==> config.mk <==
export PLATFORM = sky130hd
export DESIGN_NAME = msd_decode
export DESIGN_NICKNAME = d
export VERILOG_FILES = /design/src/logic/msd_pkg.sv /design/src/logic/msd_region_match.sv /design/src/logic/msd_decode.sv
export SDC_FILE = /design/constraint.sdc
export NUM_CORES = 1
export LEC_CHECK = 0
export BUFFER_PORTS_ARGS = -buffer_cell sky130_fd_sc_hd__buf_2
export CORE_AREA = 10 10 762 764
export CTS_CLUSTER_SIZE = 20
export DETAILED_ROUTE_END_ITERATION = 10
export DIE_AREA = 0 0 772 774
export PLACE_DENSITY = 0.3
export SYNTH_ARGS = -nofsm -noshare
export SYNTH_HDL_FRONTEND = slang
export SYNTH_HIERARCHICAL = 1
export SYNTH_SLANG_ARGS = --single-unit
==> constraint.sdc <==
create_clock -name core_clk_i -period 5.05 [get_ports core_clk_i]
set_input_delay 0.2525 -clock core_clk_i [delete_from_list [all_inputs] [get_ports core_clk_i]]
set_output_delay 0.2525 -clock core_clk_i [all_outputs]
set_load 0.01 [all_outputs]
==> src/logic/msd_pkg.sv <==
/*
  package for the memory select and page decode block: configuration
  register offsets, space-map field positions, id field layout.
  assumes a 20 MHz core clock and an 8-bit mcu bus sampled on it.
*/
package msd_pkg;

  // ==========================================================
  // config register space offsets
  localparam logic [7:0] MSD_OFS_SPACE_MAP = 8'hc2;
  localparam logic [7:0] MSD_OFS_INFO0 = 8'hf0;
  localparam logic [7:0] MSD_OFS_INFO1 = 8'hf1;
  localparam logic [7:0] MSD_OFS_PAGE = 8'he0;

  // ==========================================================
  // space-map bit positions
  localparam int MSD_SM_SRAM_CODE = 0;
  localparam int MSD_SM_BOOT_CODE = 1;
  localparam int MSD_SM_MAIN_FLASH_CODE_EN = 2;
  localparam int MSD_SM_BOOT_DATA = 3;
  localparam int MSD_SM_MAIN_FLASH_DATA_EN = 4;
  localparam int MSD_SM_PIO = 7;
  localparam logic [7:0] MSD_SM_USED_MASK = 8'h9f;

  // ==========================================================
  // id field layout and encodings
  localparam logic [3:0] MSD_FSIZE_8M = 4'h6;
  localparam logic [3:0] MSD_SSIZE_64K = 4'h3;
  localparam logic [3:0] MSD_BSIZE_512K = 4'h3;
  localparam logic [1:0] MSD_BTYPE_FLASH = 2'h0;
  localparam logic [1:0] MSD_BTYPE_EEPROM = 2'h1;

  // ==========================================================
  // sizes
  localparam int MSD_N_MAIN = 8;
  localparam int MSD_N_BOOT = 4;
  localparam int MSD_N_PT = 3;

  // winning memory class after priority
  typedef enum logic [1:0]
  {
    MSD_WIN_NONE = 2'b00,
    MSD_WIN_SRAM = 2'b01,
    MSD_WIN_BOOT = 2'b10,
    MSD_WIN_MAIN = 2'b11
  } msd_win_type;

endpackage

==> src/logic/msd_region_match.sv <==
/*
  one select region: an or of product terms, each an address and page
  window given as match value and care mask.
  assumes term configuration is static or changes between accesses.
*/
module msd_region_match
(
  input wire logic [15:0] addr_i,
  input wire logic [7:0] page_i,
  input wire logic [2:0][23:0] match_i,
  input wire logic [2:0][23:0] care_i,
  input wire logic [2:0] term_en_i,
  output logic hit_o
);

  logic [2:0] term_hit;

  // ==========================================================
  // product terms, up to three per select
  genvar g;
  generate
    for (g = 0; g < msd_pkg::MSD_N_PT; g++)
    begin : g_term
      assign term_hit[g] = term_en_i[g] &
        ((({page_i, addr_i} ^ match_i[g]) & care_i[g]) == 24'h000000);
    end
  endgenerate

  assign hit_o = |term_hit;

endmodule

==> src/logic/msd_decode.sv <==
/*
  memory select and page decode: priority resolution of sram, boot and
  main flash selects, space-map strobe qualification, page register and
  read-only memory id registers in the config register space.
  assumes synchronous strobes from the mcu bus logic, one clock domain,
  and a select-equation configuration loaded from configuration ports.
*/
// Behaviour
// RL1 - three priority levels; higher level overrides lower at same address
// RL2 - configuration must not overlap two selects of one level
// RL3 - sram select region always wins the access
// RL4 - boot flash beats main flash when sram not selected
// RL5 - space-map loads configured value, mcu may rewrite any time
// RL6 - space-map bits gate code and data strobes per memory
// RL7 - separate spaces uses space-map value 0ch, written by mcu
// RL8 - both main flash enable bits set gives combined space
// RL9 - eight-bit page register, written and read at space base plus e0h
// RL10 - page bits feed select equations as extra address terms
// RL11 - page bits also exported for general logic equations
// RL12 - two eight-bit read-only id registers; writes ignored
// RL13 - id0: main flash size low nibble, sram size high nibble
// RL14 - id1: boot size bits 3:0, type bits 5:4, 7:6 zero
// RL15 - general logic input bus: address, strobes, reset, page, more
// RL16 - extended mcu mode feeds upper address bits to decoder
// RL17 - sram enabled only while its select is high, three terms
// RL18 - all memory selects are outputs of configured decode logic
// RL19 - register writes affect the first access after the write
// RL20 - at most one memory select asserted per access
module msd_decode
#(
  parameter logic [7:0] SPACE_MAP_INIT = 8'h0c,
  parameter logic [3:0] MAIN_SIZE_CODE = msd_pkg::MSD_FSIZE_8M,
  parameter logic [3:0] SRAM_SIZE_CODE = msd_pkg::MSD_SSIZE_64K,
  parameter logic [3:0] BOOT_SIZE_CODE = msd_pkg::MSD_BSIZE_512K,
  parameter logic [1:0] BOOT_TYPE_CODE = msd_pkg::MSD_BTYPE_FLASH
)
(
  input wire logic core_clk_i,
  input wire logic rst_n_i,
  input wire logic [19:0] addr_i,
  input wire logic ext_addr_mode_i,
  input wire logic program_fetch_strobe_i,
  input wire logic data_read_strobe_i,
  input wire logic write_strobe_i,
  input wire logic [7:0] wdata_i,
  input wire logic config_reg_space_i,
  input wire logic power_down_in_i,
  input wire logic flash_ready_i,
  input wire logic [2:0][23:0] sram_match_i,
  input wire logic [2:0][23:0] sram_care_i,
  input wire logic [2:0] sram_term_en_i,
  input wire logic [3:0][2:0][23:0] boot_match_i,
  input wire logic [3:0][2:0][23:0] boot_care_i,
  input wire logic [3:0][2:0] boot_term_en_i,
  input wire logic [7:0][2:0][23:0] main_match_i,
  input wire logic [7:0][2:0][23:0] main_care_i,
  input wire logic [7:0][2:0] main_term_en_i,
  output logic [7:0] rdata_o,
  output logic sram_sel_o,
  output logic [3:0] boot_flash_sector_sel_o,
  output logic [7:0] main_flash_sector_sel_o,
  output logic periph_io_enable_o,
  output logic [7:0] page_bits_o,
  output logic [15:0] logic_addr_o,
  output logic [2:0] mcu_strobes_o,
  output logic logic_reset_o,
  output logic logic_power_down_o,
  output logic logic_flash_ready_o
);

  logic [7:0] page_extension_r;
  logic [7:0] space_map_r;
  logic [7:0] memory_size_info0;
  logic [7:0] memory_size_info1;
  logic [7:0] rdata_nxt;
  logic [15:0] dec_addr;
  logic sram_hit;
  logic [3:0] boot_hit;
  logic [7:0] main_hit;
  logic boot_any;
  logic main_any;
  logic strobe_ok_sram;
  logic strobe_ok_boot;
  logic strobe_ok_main;
  logic wr_page;
  logic wr_map;
  msd_pkg::msd_win_type win;

  // ==========================================================
  // decoder address selection
  assign dec_addr = ext_addr_mode_i ? addr_i[19:4] : addr_i[15:0]; // RL16

  // ==========================================================
  // select regions, page bits as extra address terms
  msd_region_match u_sram
  (
    .addr_i(dec_addr),
    .page_i(page_extension_r), // RL10
    .match_i(sram_match_i),
    .care_i(sram_care_i),
    .term_en_i(sram_term_en_i),
    .hit_o(sram_hit)
  );

  genvar gb;
  generate
    for (gb = 0; gb < msd_pkg::MSD_N_BOOT; gb++)
    begin : g_boot
      msd_region_match u_boot
      (
        .addr_i(dec_addr),
        .page_i(page_extension_r),
        .match_i(boot_match_i[gb]),
        .care_i(boot_care_i[gb]),
        .term_en_i(boot_term_en_i[gb]),
        .hit_o(boot_hit[gb])
      );
    end
    for (gb = 0; gb < msd_pkg::MSD_N_MAIN; gb++)
    begin : g_main
      msd_region_match u_main
      (
        .addr_i(dec_addr),
        .page_i(page_extension_r),
        .match_i(main_match_i[gb]),
        .care_i(main_care_i[gb]),
        .term_en_i(main_term_en_i[gb]),
        .hit_o(main_hit[gb])
      );
    end
  endgenerate

  assign boot_any = |boot_hit;
  assign main_any = |main_hit;

  // ==========================================================
  // strobe qualification by space-map
  assign strobe_ok_sram = data_read_strobe_i | write_strobe_i |
    (program_fetch_strobe_i & space_map_r[msd_pkg::MSD_SM_SRAM_CODE]); // RL6
  assign strobe_ok_boot = write_strobe_i |
    (data_read_strobe_i & space_map_r[msd_pkg::MSD_SM_BOOT_DATA]) |
    (program_fetch_strobe_i & space_map_r[msd_pkg::MSD_SM_BOOT_CODE]);
  // both main bits set lets either strobe through
  assign strobe_ok_main = write_strobe_i |
    (data_read_strobe_i & space_map_r[msd_pkg::MSD_SM_MAIN_FLASH_DATA_EN]) |
    (program_fetch_strobe_i & space_map_r[msd_pkg::MSD_SM_MAIN_FLASH_CODE_EN]); // RL8

  // ==========================================================
  // priority: sram, then boot, then main
  always_comb
  begin
    if (sram_hit) // RL1 RL3
      win = msd_pkg::MSD_WIN_SRAM;
    else if (boot_any) // RL4
      win = msd_pkg::MSD_WIN_BOOT;
    else if (main_any)
      win = msd_pkg::MSD_WIN_MAIN;
    else
      win = msd_pkg::MSD_WIN_NONE;
  end

  // ==========================================================
  // memory selects, one class at most
  always_comb
  begin
    sram_sel_o = 1'b0;
    boot_flash_sector_sel_o = 4'h0;
    main_flash_sector_sel_o = 8'h00;
    case (win) // RL18 RL20
      msd_pkg::MSD_WIN_SRAM:
        sram_sel_o = strobe_ok_sram; // RL17
      msd_pkg::MSD_WIN_BOOT:
        boot_flash_sector_sel_o = strobe_ok_boot ? boot_hit : 4'h0;
      msd_pkg::MSD_WIN_MAIN:
        main_flash_sector_sel_o = strobe_ok_main ? main_hit : 8'h00;
      default:
        sram_sel_o = 1'b0;
    endcase
  end

  // ==========================================================
  // register write decode
  assign wr_page = write_strobe_i & config_reg_space_i &
    (addr_i[7:0] == msd_pkg::MSD_OFS_PAGE);
  assign wr_map = write_strobe_i & config_reg_space_i &
    (addr_i[7:0] == msd_pkg::MSD_OFS_SPACE_MAP);

  // page register, effective from the next access
  always_ff @(posedge core_clk_i)
  begin
    if (!rst_n_i)
      page_extension_r <= 8'h00;
    else if (wr_page)
      page_extension_r <= wdata_i; // RL9 RL19
  end

  // space-map, initial value then mcu rewrites
  always_ff @(posedge core_clk_i)
  begin
    if (!rst_n_i)
      space_map_r <= SPACE_MAP_INIT; // RL5
    else if (wr_map)
      space_map_r <= wdata_i & msd_pkg::MSD_SM_USED_MASK; // RL5 RL7
  end

  // ==========================================================
  // id registers, constants only
  assign memory_size_info0 = {SRAM_SIZE_CODE, MAIN_SIZE_CODE}; // RL13
  assign memory_size_info1 = {2'b00, BOOT_TYPE_CODE, BOOT_SIZE_CODE}; // RL14

  // read mux
  always_comb
  begin
    rdata_nxt = 8'h00;
    if (config_reg_space_i & data_read_strobe_i)
    begin
      case (addr_i[7:0])
        msd_pkg::MSD_OFS_PAGE: rdata_nxt = page_extension_r; // RL9
        msd_pkg::MSD_OFS_SPACE_MAP: rdata_nxt = space_map_r;
        msd_pkg::MSD_OFS_INFO0: rdata_nxt = memory_size_info0; // RL12
        msd_pkg::MSD_OFS_INFO1: rdata_nxt = memory_size_info1; // RL12
        default: rdata_nxt = 8'h00;
      endcase
    end
  end

  // registered read data
  always_ff @(posedge core_clk_i)
  begin
    if (!rst_n_i)
      rdata_o <= 8'h00;
    else
      rdata_o <= rdata_nxt;
  end

  // ==========================================================
  // shared input bus toward general logic array
  assign page_bits_o = page_extension_r; // RL11
  assign logic_addr_o = dec_addr; // RL15
  assign mcu_strobes_o = {program_fetch_strobe_i, data_read_strobe_i,
    write_strobe_i};
  assign logic_reset_o = ~rst_n_i;
  assign logic_power_down_o = power_down_in_i;
  assign logic_flash_ready_o = flash_ready_i;
  assign periph_io_enable_o = space_map_r[msd_pkg::MSD_SM_PIO]; // RL6

  // ==========================================================
  // checks
  property p_one_class;
    @(posedge core_clk_i) disable iff (!rst_n_i)
    !(sram_sel_o && ((|boot_flash_sector_sel_o) ||
      (|main_flash_sector_sel_o)));
  endproperty
  a_one_class: assert property (p_one_class) // RL20
    else $error("sram and flash selected together");

  property p_sram_wins;
    @(posedge core_clk_i) disable iff (!rst_n_i)
    (sram_hit && data_read_strobe_i) |-> (sram_sel_o &&
      boot_flash_sector_sel_o == 4'h0 && main_flash_sector_sel_o == 8'h00);
  endproperty
  a_sram_wins: assert property (p_sram_wins) // RL3
    else $error("sram region did not win");

  property p_boot_over_main;
    @(posedge core_clk_i) disable iff (!rst_n_i)
    (!sram_hit && boot_any && main_any) |->
      main_flash_sector_sel_o == 8'h00;
  endproperty
  a_boot_over_main: assert property (p_boot_over_main) // RL4
    else $error("main flash selected under boot region");

  property p_priority;
    @(posedge core_clk_i) disable iff (!rst_n_i)
    (|main_flash_sector_sel_o) |-> (!sram_hit && !boot_any);
  endproperty
  a_priority: assert property (p_priority) // RL1
    else $error("lower level selected over higher");

  property p_page_write;
    @(posedge core_clk_i) disable iff (!rst_n_i)
    wr_page |=> page_bits_o == $past(wdata_i);
  endproperty
  a_page_write: assert property (p_page_write) // RL9
    else $error("page register not loaded");

  property p_page_readback;
    @(posedge core_clk_i) disable iff (!rst_n_i)
    (config_reg_space_i && data_read_strobe_i &&
      addr_i[7:0] == msd_pkg::MSD_OFS_PAGE) |=>
      rdata_o == $past(page_extension_r);
  endproperty
  a_page_readback: assert property (p_page_readback) // RL9
    else $error("page register readback wrong");

  property p_fetch_gate;
    @(posedge core_clk_i) disable iff (!rst_n_i)
    (program_fetch_strobe_i && !data_read_strobe_i && !write_strobe_i &&
      !space_map_r[msd_pkg::MSD_SM_MAIN_FLASH_CODE_EN]) |->
      main_flash_sector_sel_o == 8'h00;
  endproperty
  a_fetch_gate: assert property (p_fetch_gate) // RL6
    else $error("fetch reached main flash while disabled");

  property p_combined;
    @(posedge core_clk_i) disable iff (!rst_n_i)
    (space_map_r[msd_pkg::MSD_SM_MAIN_FLASH_CODE_EN] &&
      space_map_r[msd_pkg::MSD_SM_MAIN_FLASH_DATA_EN] && win == msd_pkg::MSD_WIN_MAIN &&
      (program_fetch_strobe_i || data_read_strobe_i)) |->
      main_flash_sector_sel_o == main_hit;
  endproperty
  a_combined: assert property (p_combined) // RL8
    else $error("combined space did not reach main flash");

  property p_id_fixed;
    @(posedge core_clk_i) disable iff (!rst_n_i)
    (config_reg_space_i && data_read_strobe_i &&
      addr_i[7:0] == msd_pkg::MSD_OFS_INFO1) |=>
      rdata_o[7:6] == 2'b00 && rdata_o[3:0] == BOOT_SIZE_CODE;
  endproperty
  a_id_fixed: assert property (p_id_fixed) // RL14
    else $error("id1 read wrong");

  c_sram: cover property (@(posedge core_clk_i) sram_sel_o);
  c_boot: cover property (@(posedge core_clk_i) |boot_flash_sector_sel_o);
  c_main: cover property (@(posedge core_clk_i) |main_flash_sector_sel_o);
  c_map_wr: cover property (@(posedge core_clk_i) wr_map);

endmodule

==> out/metrics.cfg, run 1 <==
[sta]
clock-skew-final_ns = 0.00267
setup_violations = 0
rsz0062_at_grt = false
finalHoldViolations = 0
final_max_slew_viol_count = 0
fin_crit_sh = 0.985
slew_headroom = 0.0460
min_period_ns = 4.98
max_freq_mhz = 201
tightest_slew_ns = 1.43

[worst_hold_path]
hold_class = in -> reg
hold_start = rst_n_i
holdPathStages = 2
whs_endpoint = space_map_r[2]$_SDFFE_PN1P_

[outcome]
outcome = complete, no violations

[worst_setup_path]
cp_max_fo = 11
critPathLaunchType = primary input
critPathArrivalTime_ns = 4.72
critPathCaptureType = output pin
reg2reg_slack_ns = 3.45
critical_path_class = in -> out
worst-r2r-cell-count = 5
r2r_end = rdata_o[4]$_SDFF_PN0_
rr_startpoint = page_bits_o[4]$_SDFFE_PN0P_
critPathRequiredTime_ns = 4.80

[place]
io_buffers = 1995
dpl.cell_count = 11400
dp_hpwl_um = 449000
gp_congestion = 0.955

[finish]
nets = 5873
drive_gt1_frac = 0.604
final_core_util = 0.0664
syn_to_final_growth_pct = 156
fin_cells = 11600

[synthesis]
netlist_instances = 1708
synth_warnings = 6
seq_area_frac_synth = 0.0301
async_reset_ff_frac = 0
synthFlopType = dfxtp_1
synth_edf_count = 0
syn_area_per_cell_um2 = 8.57
synth.distinct_cells = 36
synth-seq-cells = 22
syn_area_um2 = 14600
synth_fp_nets = 3656

[floorplanning]
rows = 276
start_util = 0.0259
die_width_um = 772
die_y_um = 774
io-pin-count = 2000
die_area_um2 = 598000
core_um2 = 564000

[cts]
hold_buffers = 0
numCtsBuffers = 3
clk_latency_ns = 0.26
root_buffer = clkbuf_16
cts_buffer_depth = 2
cts_sinks = 22
cts_max_level = 1
cts.clk_slew.worst_paths_ns = 0.07
cts_tree = done

[detailed_routing]
post_drt_wl_per_cell_um = 41.2
drt_wl_total_um = 479000
drtIter0Drc = 2936
drt_pre_antenna_iters = 6
ant_nets = 0
vias = 28900
vias_per_cell = 2.49
drc = 0

[grt]
grt_pass1_vias = 28000
overflow = 0
grt_max_degree = 24
globalRouteTotalUtil = 0.151
grt_pass1_wl_um = 537000
antenna_found_initial = 679

[power_and_ir_drop]
swShare = 0.596
p_comb_frac = 0.904
total_power_w = 0.00417
intPower_w = 0.00169
vdd_drop_max_uv = 109
pwr-share-seq = 0.041
p_sw_w = 0.00249
leakage_nw = 16.2
cellPowerDensity_nw_per_um2 = 111
clockPowerShare = 0.055

[flow_run]
max-cap-violations = 0

==> worst max-delay path by stage <==
stage,slack [ns],startpoint,cells past startpoint,end
3_5_place_dp,-1.04,ext_addr_mode_i,17,main_flash_sector_sel_o[4]
5_1_grt,0.008,ext_addr_mode_i,15,main_flash_sector_sel_o[4]
6_report,0.07,ext_addr_mode_i,16,main_flash_sector_sel_o[4]
2_1_floorplan,1.18,ext_addr_mode_i,13,main_flash_sector_sel_o[0]
4_1_cts,0.003,page_bits_o[2]$_SDFFE_PN0P_,15,main_flash_sector_sel_o[4]
3_3_place_gp,-1.11,ext_addr_mode_i,17,main_flash_sector_sel_o[4]
==> critical path, stage by stage <==
cell and delay, ns:
buf_4 0.17, buf_4 0.18, mux2_8 0.48, buf_4 0.37, buf_4 0.19, xor2_1 0.14, a222oi_1 0.42, nand4_1 0.16
nor3_1 0.93, or3_1 0.24, nor4_1 0.06, a211o_1 0.30, nor2_2 0.15, buf_4 0.15, and2_1 0.18, buf_2 0.17
==> through the flow <==
step           setup WS (ns)  setup TNS (ns)  instance area, um^2  hold slack (ns)
6_report              0.0747               0                37500            0.216
5_1_grt              0.00832               0                37200            0.222
4_1_cts              0.00318               0                36900            0.208
3_5_place_dp           -1.04           -8.23                36600            0.482
3_3_place_gp           -1.11           -8.83                36600            0.478
2_1_floorplan           1.18               0                14600            0.314
==> final cells by class <==
| cell class | instances | area [um^2] |
|---|---|---|
| diodes | 181 | 453 |
| clock buffers | 3 | 75.1 |
| clock inverters | 1 | 30.0 |
| fillers | 67300 | 527000 |
| inverters | 1 | 3.75 |
| multi-input cells | 1674 | 14600 |
| flip-flops and latches | 22 | 470 |
| well taps | 7506 | 9390 |
| repair buffers | 2223 | 12500 |
==> placed cells by master (no fill, tap or decap), drive strengths merged, types with 22 or more instances in the layout <==
cell type  Yosys  routed
diode          0     181
xor2         936     936
nand4         80      80
a22oi        236     236
nand3         42      42
a22o          78      78
nor3          40      40
dfxtp         22      22
a221oi        80      80
buf            9    2222
a222oi        39      39
nand2         45      45
==> kinds of logic after synthesis <==
logic type,synth area share
compound gates,0.280
xor+xnor,0.560
buf+inv,0.00462
flops,0.0301
mux,0.0226
simple gates,0.103
==> Yosys cell counts (12+ instances only) <==
library cell,instances,area (um^2)
mux2_2,16,180
xor2_1,936,8200
dfxtp_1,22,440
nor3_1,40,200
nand2_1,45,169
or3_1,13,81.3
a22oi_1,236,1770
a222oi_1,39,390
nand3_1,42,210
a22o_1,78,683
mux2i_1,15,150
nand4_1,65,407
and2_1,12,75.1
nand4_2,15,188
a221oi_2,78,1170
nor2_1,18,67.6
==> sequential cells by signal, summed over array words and instances, names as in the netlist <==
name,count
page_bits_o,8
rdata_o,8
space_map_r,6
==> routing by layer <==
metal / vias to the layer above / share of wire / GRT usage
li1: 11100 / - / -
met1: 13500 / 0.41 / 0.185
met2: 2723 / 0.41 / 0.227
met3: 1016 / 0.15 / 0.0976
met4: 534 / 0.018 / 0.0149
met5: - / 0.0073 / 0
==> power by group through the flow <==
stage / clock, W / sequential, W / combinational (W)
after floorplan: 0 / 0.000178 / 0.00103
after detailed placement: 0 / 0.000174 / 0.00380
after CTS: 0.000235 / 0.000169 / 0.00384
after global routing: 0.000240 / 0.000169 / 0.00394
after global placement: 0 / 0.000174 / 0.00382
final: 0.000230 / 0.000170 / 0.00377
==> timing repair <==
item / in CTS / in global routing
setup endpoints to repair: 9 / 8
cloned: 0 / 1
endpoints found under the hold margin: 0 / 0
pin swaps: 4 / 5
setup buffers: 5 / 4
resized for setup: 24 / 5
Note: power is estimated with default switching activity, not from simulation.
==> run 2, diff against run 1 <==
Settings changed: CTS_BUF_LIST set to sky130_fd_sc_hd__clkbuf_2.
==> out/metrics.cfg, run 2 (synthesis results as in run 1) <==
[sta]
finalHoldViolations = 0  ; unchanged
max_freq_mhz = 196  ; -2.6%
tns_ns = -0.0595  ; -0.0595 ns
rsz0062_at_grt = false
clock-skew-final_ns = 0.0205  ; +0.0178 ns
slew_headroom = -0.0575  ; -0.103
final_max_slew_viol_count = 2  ; +2
fin_crit_sh = 1.01  ; +0.0262
setup_violations = 2  ; +2
whs_ns = 0.0852  ; -0.131 ns
min_period_ns = 5.11  ; +0.132 ns
fin_ws_ns = -0.0576  ; -0.132 ns
tightest_slew_ns = 1.59  ; +0.160 ns

[detailed_routing]
ant_nets = 0  ; unchanged
drtIter0Drc = 2886  ; -1.7%
drt_wl_total_um = 479000  ; unchanged
drc = 0  ; unchanged
drt_pre_antenna_iters = 8  ; +2
vias_per_cell = 2.49  ; +0.17%
vias = 29000  ; +0.24%
post_drt_wl_per_cell_um = 41.2  ; about the same

[grt]
grt_max_degree = 24  ; unchanged
grt_pass1_wl_um = 539000  ; +0.34%
overflow = 0  ; unchanged
antenna_found_initial = 678  ; -0.15%
grt_pass1_vias = 28000  ; +0.15%
globalRouteTotalUtil = 0.151  ; +0.000551

[worst_setup_path]
critPathLaunchType = flip-flop
critPathSlowestCell = xor2_1
cp-endpoint = main_flash_sector_sel_o[4]
rr_startpoint = page_bits_o[4]$_SDFFE_PN0P_
critPathRequiredTime_ns = 4.80  ; about the same
crit_buf_inv = 4  ; -2
crit_chain = buf_12 -> buf_4 -> xor2_1 -> nand2_1 -> nand4_1 -> nor3_1 -> or3_1 -> nor4_1 -> a211o_1 -> nor2_2 -> buf_4 -> and2_1 -> buf_2
critical_path_class = reg -> out
worstSetupStartpoint = page_bits_o[3]$_SDFFE_PN0P_
reg2reg_slack_ns = 3.39  ; -0.06 ns
r2r_end = rdata_o[4]$_SDFF_PN0_
cp_top_family = simple AND/OR/NAND/NOR gates
critPathArrivalTime_ns = 4.86  ; +0.14 ns
worst-r2r-cell-count = 5  ; unchanged
slowest_delay_ns = 0.80  ; -0.13 ns
critPathCaptureType = output pin
worstSetupPathDepth = 13  ; -3
cp_max_fo = 19  ; +8
cpMostUsedCell = buf_4

[floorplanning]
die_y_um = 774  ; unchanged
die_width_um = 772  ; unchanged
io-pin-count = 2000  ; unchanged
core_um2 = 564000  ; unchanged
rows = 276  ; unchanged
start_util = 0.0259  ; unchanged
die_area_um2 = 598000  ; unchanged

[outcome]
violations = slew limit, setup timing
outcome = finished with violations

[flow_run]
max-cap-violations = 0  ; unchanged

[cts]
cts_max_level = 1  ; unchanged
root_buffer = clkbuf_2
numCtsBuffers = 3  ; unchanged
cts_buffer_depth = 2  ; unchanged
hold_buffers = 0  ; unchanged
clk_latency_ns = 0.37  ; +0.11 ns
cts.clk_slew.worst_paths_ns = 0.26  ; +0.19 ns
cts_tree = done
cts_sinks = 22  ; unchanged

[finish]
drive_gt1_frac = 0.604  ; about the same
final_core_util = 0.0663  ; -0.0000931
fin_cells = 11600  ; +0.069%
layout_commonest_cell = buf_2
syn_to_final_growth_pct = 156
final_cell_mix = buf_2, xor2_1, a22oi_1, buf_4, a22o_1
nets = 5872  ; -0.017%

[place]
place_ws_ns = -1.04  ; unchanged
dp_hpwl_um = 449000  ; unchanged
gp_congestion = 0.955  ; unchanged
dpl.cell_count = 11400  ; unchanged
io_buffers = 1995  ; unchanged

[power_and_ir_drop]
leakage_nw = 16.2  ; -0.17%
vdd_drop_max_uv = 84.0  ; -23%
cellPowerDensity_nw_per_um2 = 109  ; -2.3%

[worst_hold_path]
hold_class = in -> reg

==> run 2: per-stage QoR <==
step / cell area (um^2) / total power (W)
floorplan: 14600 / 0.00121
global placement: 36600 / 0.00400
detailed placement: 36600 / 0.00398
CTS: 36900 / 0.00415
global route: 37100 / 0.00424
finish: 37400 / 0.00407
==> run 2: repair_timing <==
| action | CTS | global route |
|---|---|---|
| buffers inserted | 8 | 0 |
| resized for setup | 25 | 2 |
| endpoints found under the hold margin | 0 | 0 |
| gates cloned | 1 | 0 |
| pin swaps | 4 | 1 |
| setup endpoints to repair | 9 | 1 |
==> run 2: power by group <==
group / leakage, nW / internal (W) / switching (W)
clock network: 0.0278 / 0.0000682 / 0.0000638
logic: 16.0 / 0.00135 / 0.00242
registers: 0.184 / 0.000170 / 0.000000264
==> run 2: final cells by class <==
| type | instances | area [um^2] |
|---|---|---|
| Clock buffer | 3 | 15.0 |
| Clock inverter | 1 | 30.0 |
| Timing Repair Buffer | 2222 | 12500 |
| Fill cell | 67300 | 527000 |
| Sequential cell | 22 | 470 |
| Multi-Input combinational cell | 1674 | 14600 |
| Inverter | 1 | 3.75 |
| Tap cell | 7506 | 9390 |
| Antenna cell | 190 | 475 |
==> run 2: worst min path at each step <==
stage            start                          end  slack (ns)  cells after the start
4_1_cts        rst_n_i  space_map_r[3]$_SDFFE_PN1P_        0.04                      2
3_5_place_dp   rst_n_i  space_map_r[3]$_SDFFE_PN1P_        0.48                      2
3_3_place_gp   rst_n_i  space_map_r[3]$_SDFFE_PN1P_        0.48                      2
2_1_floorplan  rst_n_i  space_map_r[2]$_SDFFE_PN1P_        0.31                      1
6_report       rst_n_i  space_map_r[3]$_SDFFE_PN1P_        0.09                      2
5_1_grt        rst_n_i  space_map_r[2]$_SDFFE_PN1P_        0.06                      2
==> run 2: metal layers <==
metal	GRT usage	routed length (um)
met1	0.185	195000
met5	0	3500
met2	0.229	198000
met3	0.0974	73300
met4	0.0145	8380
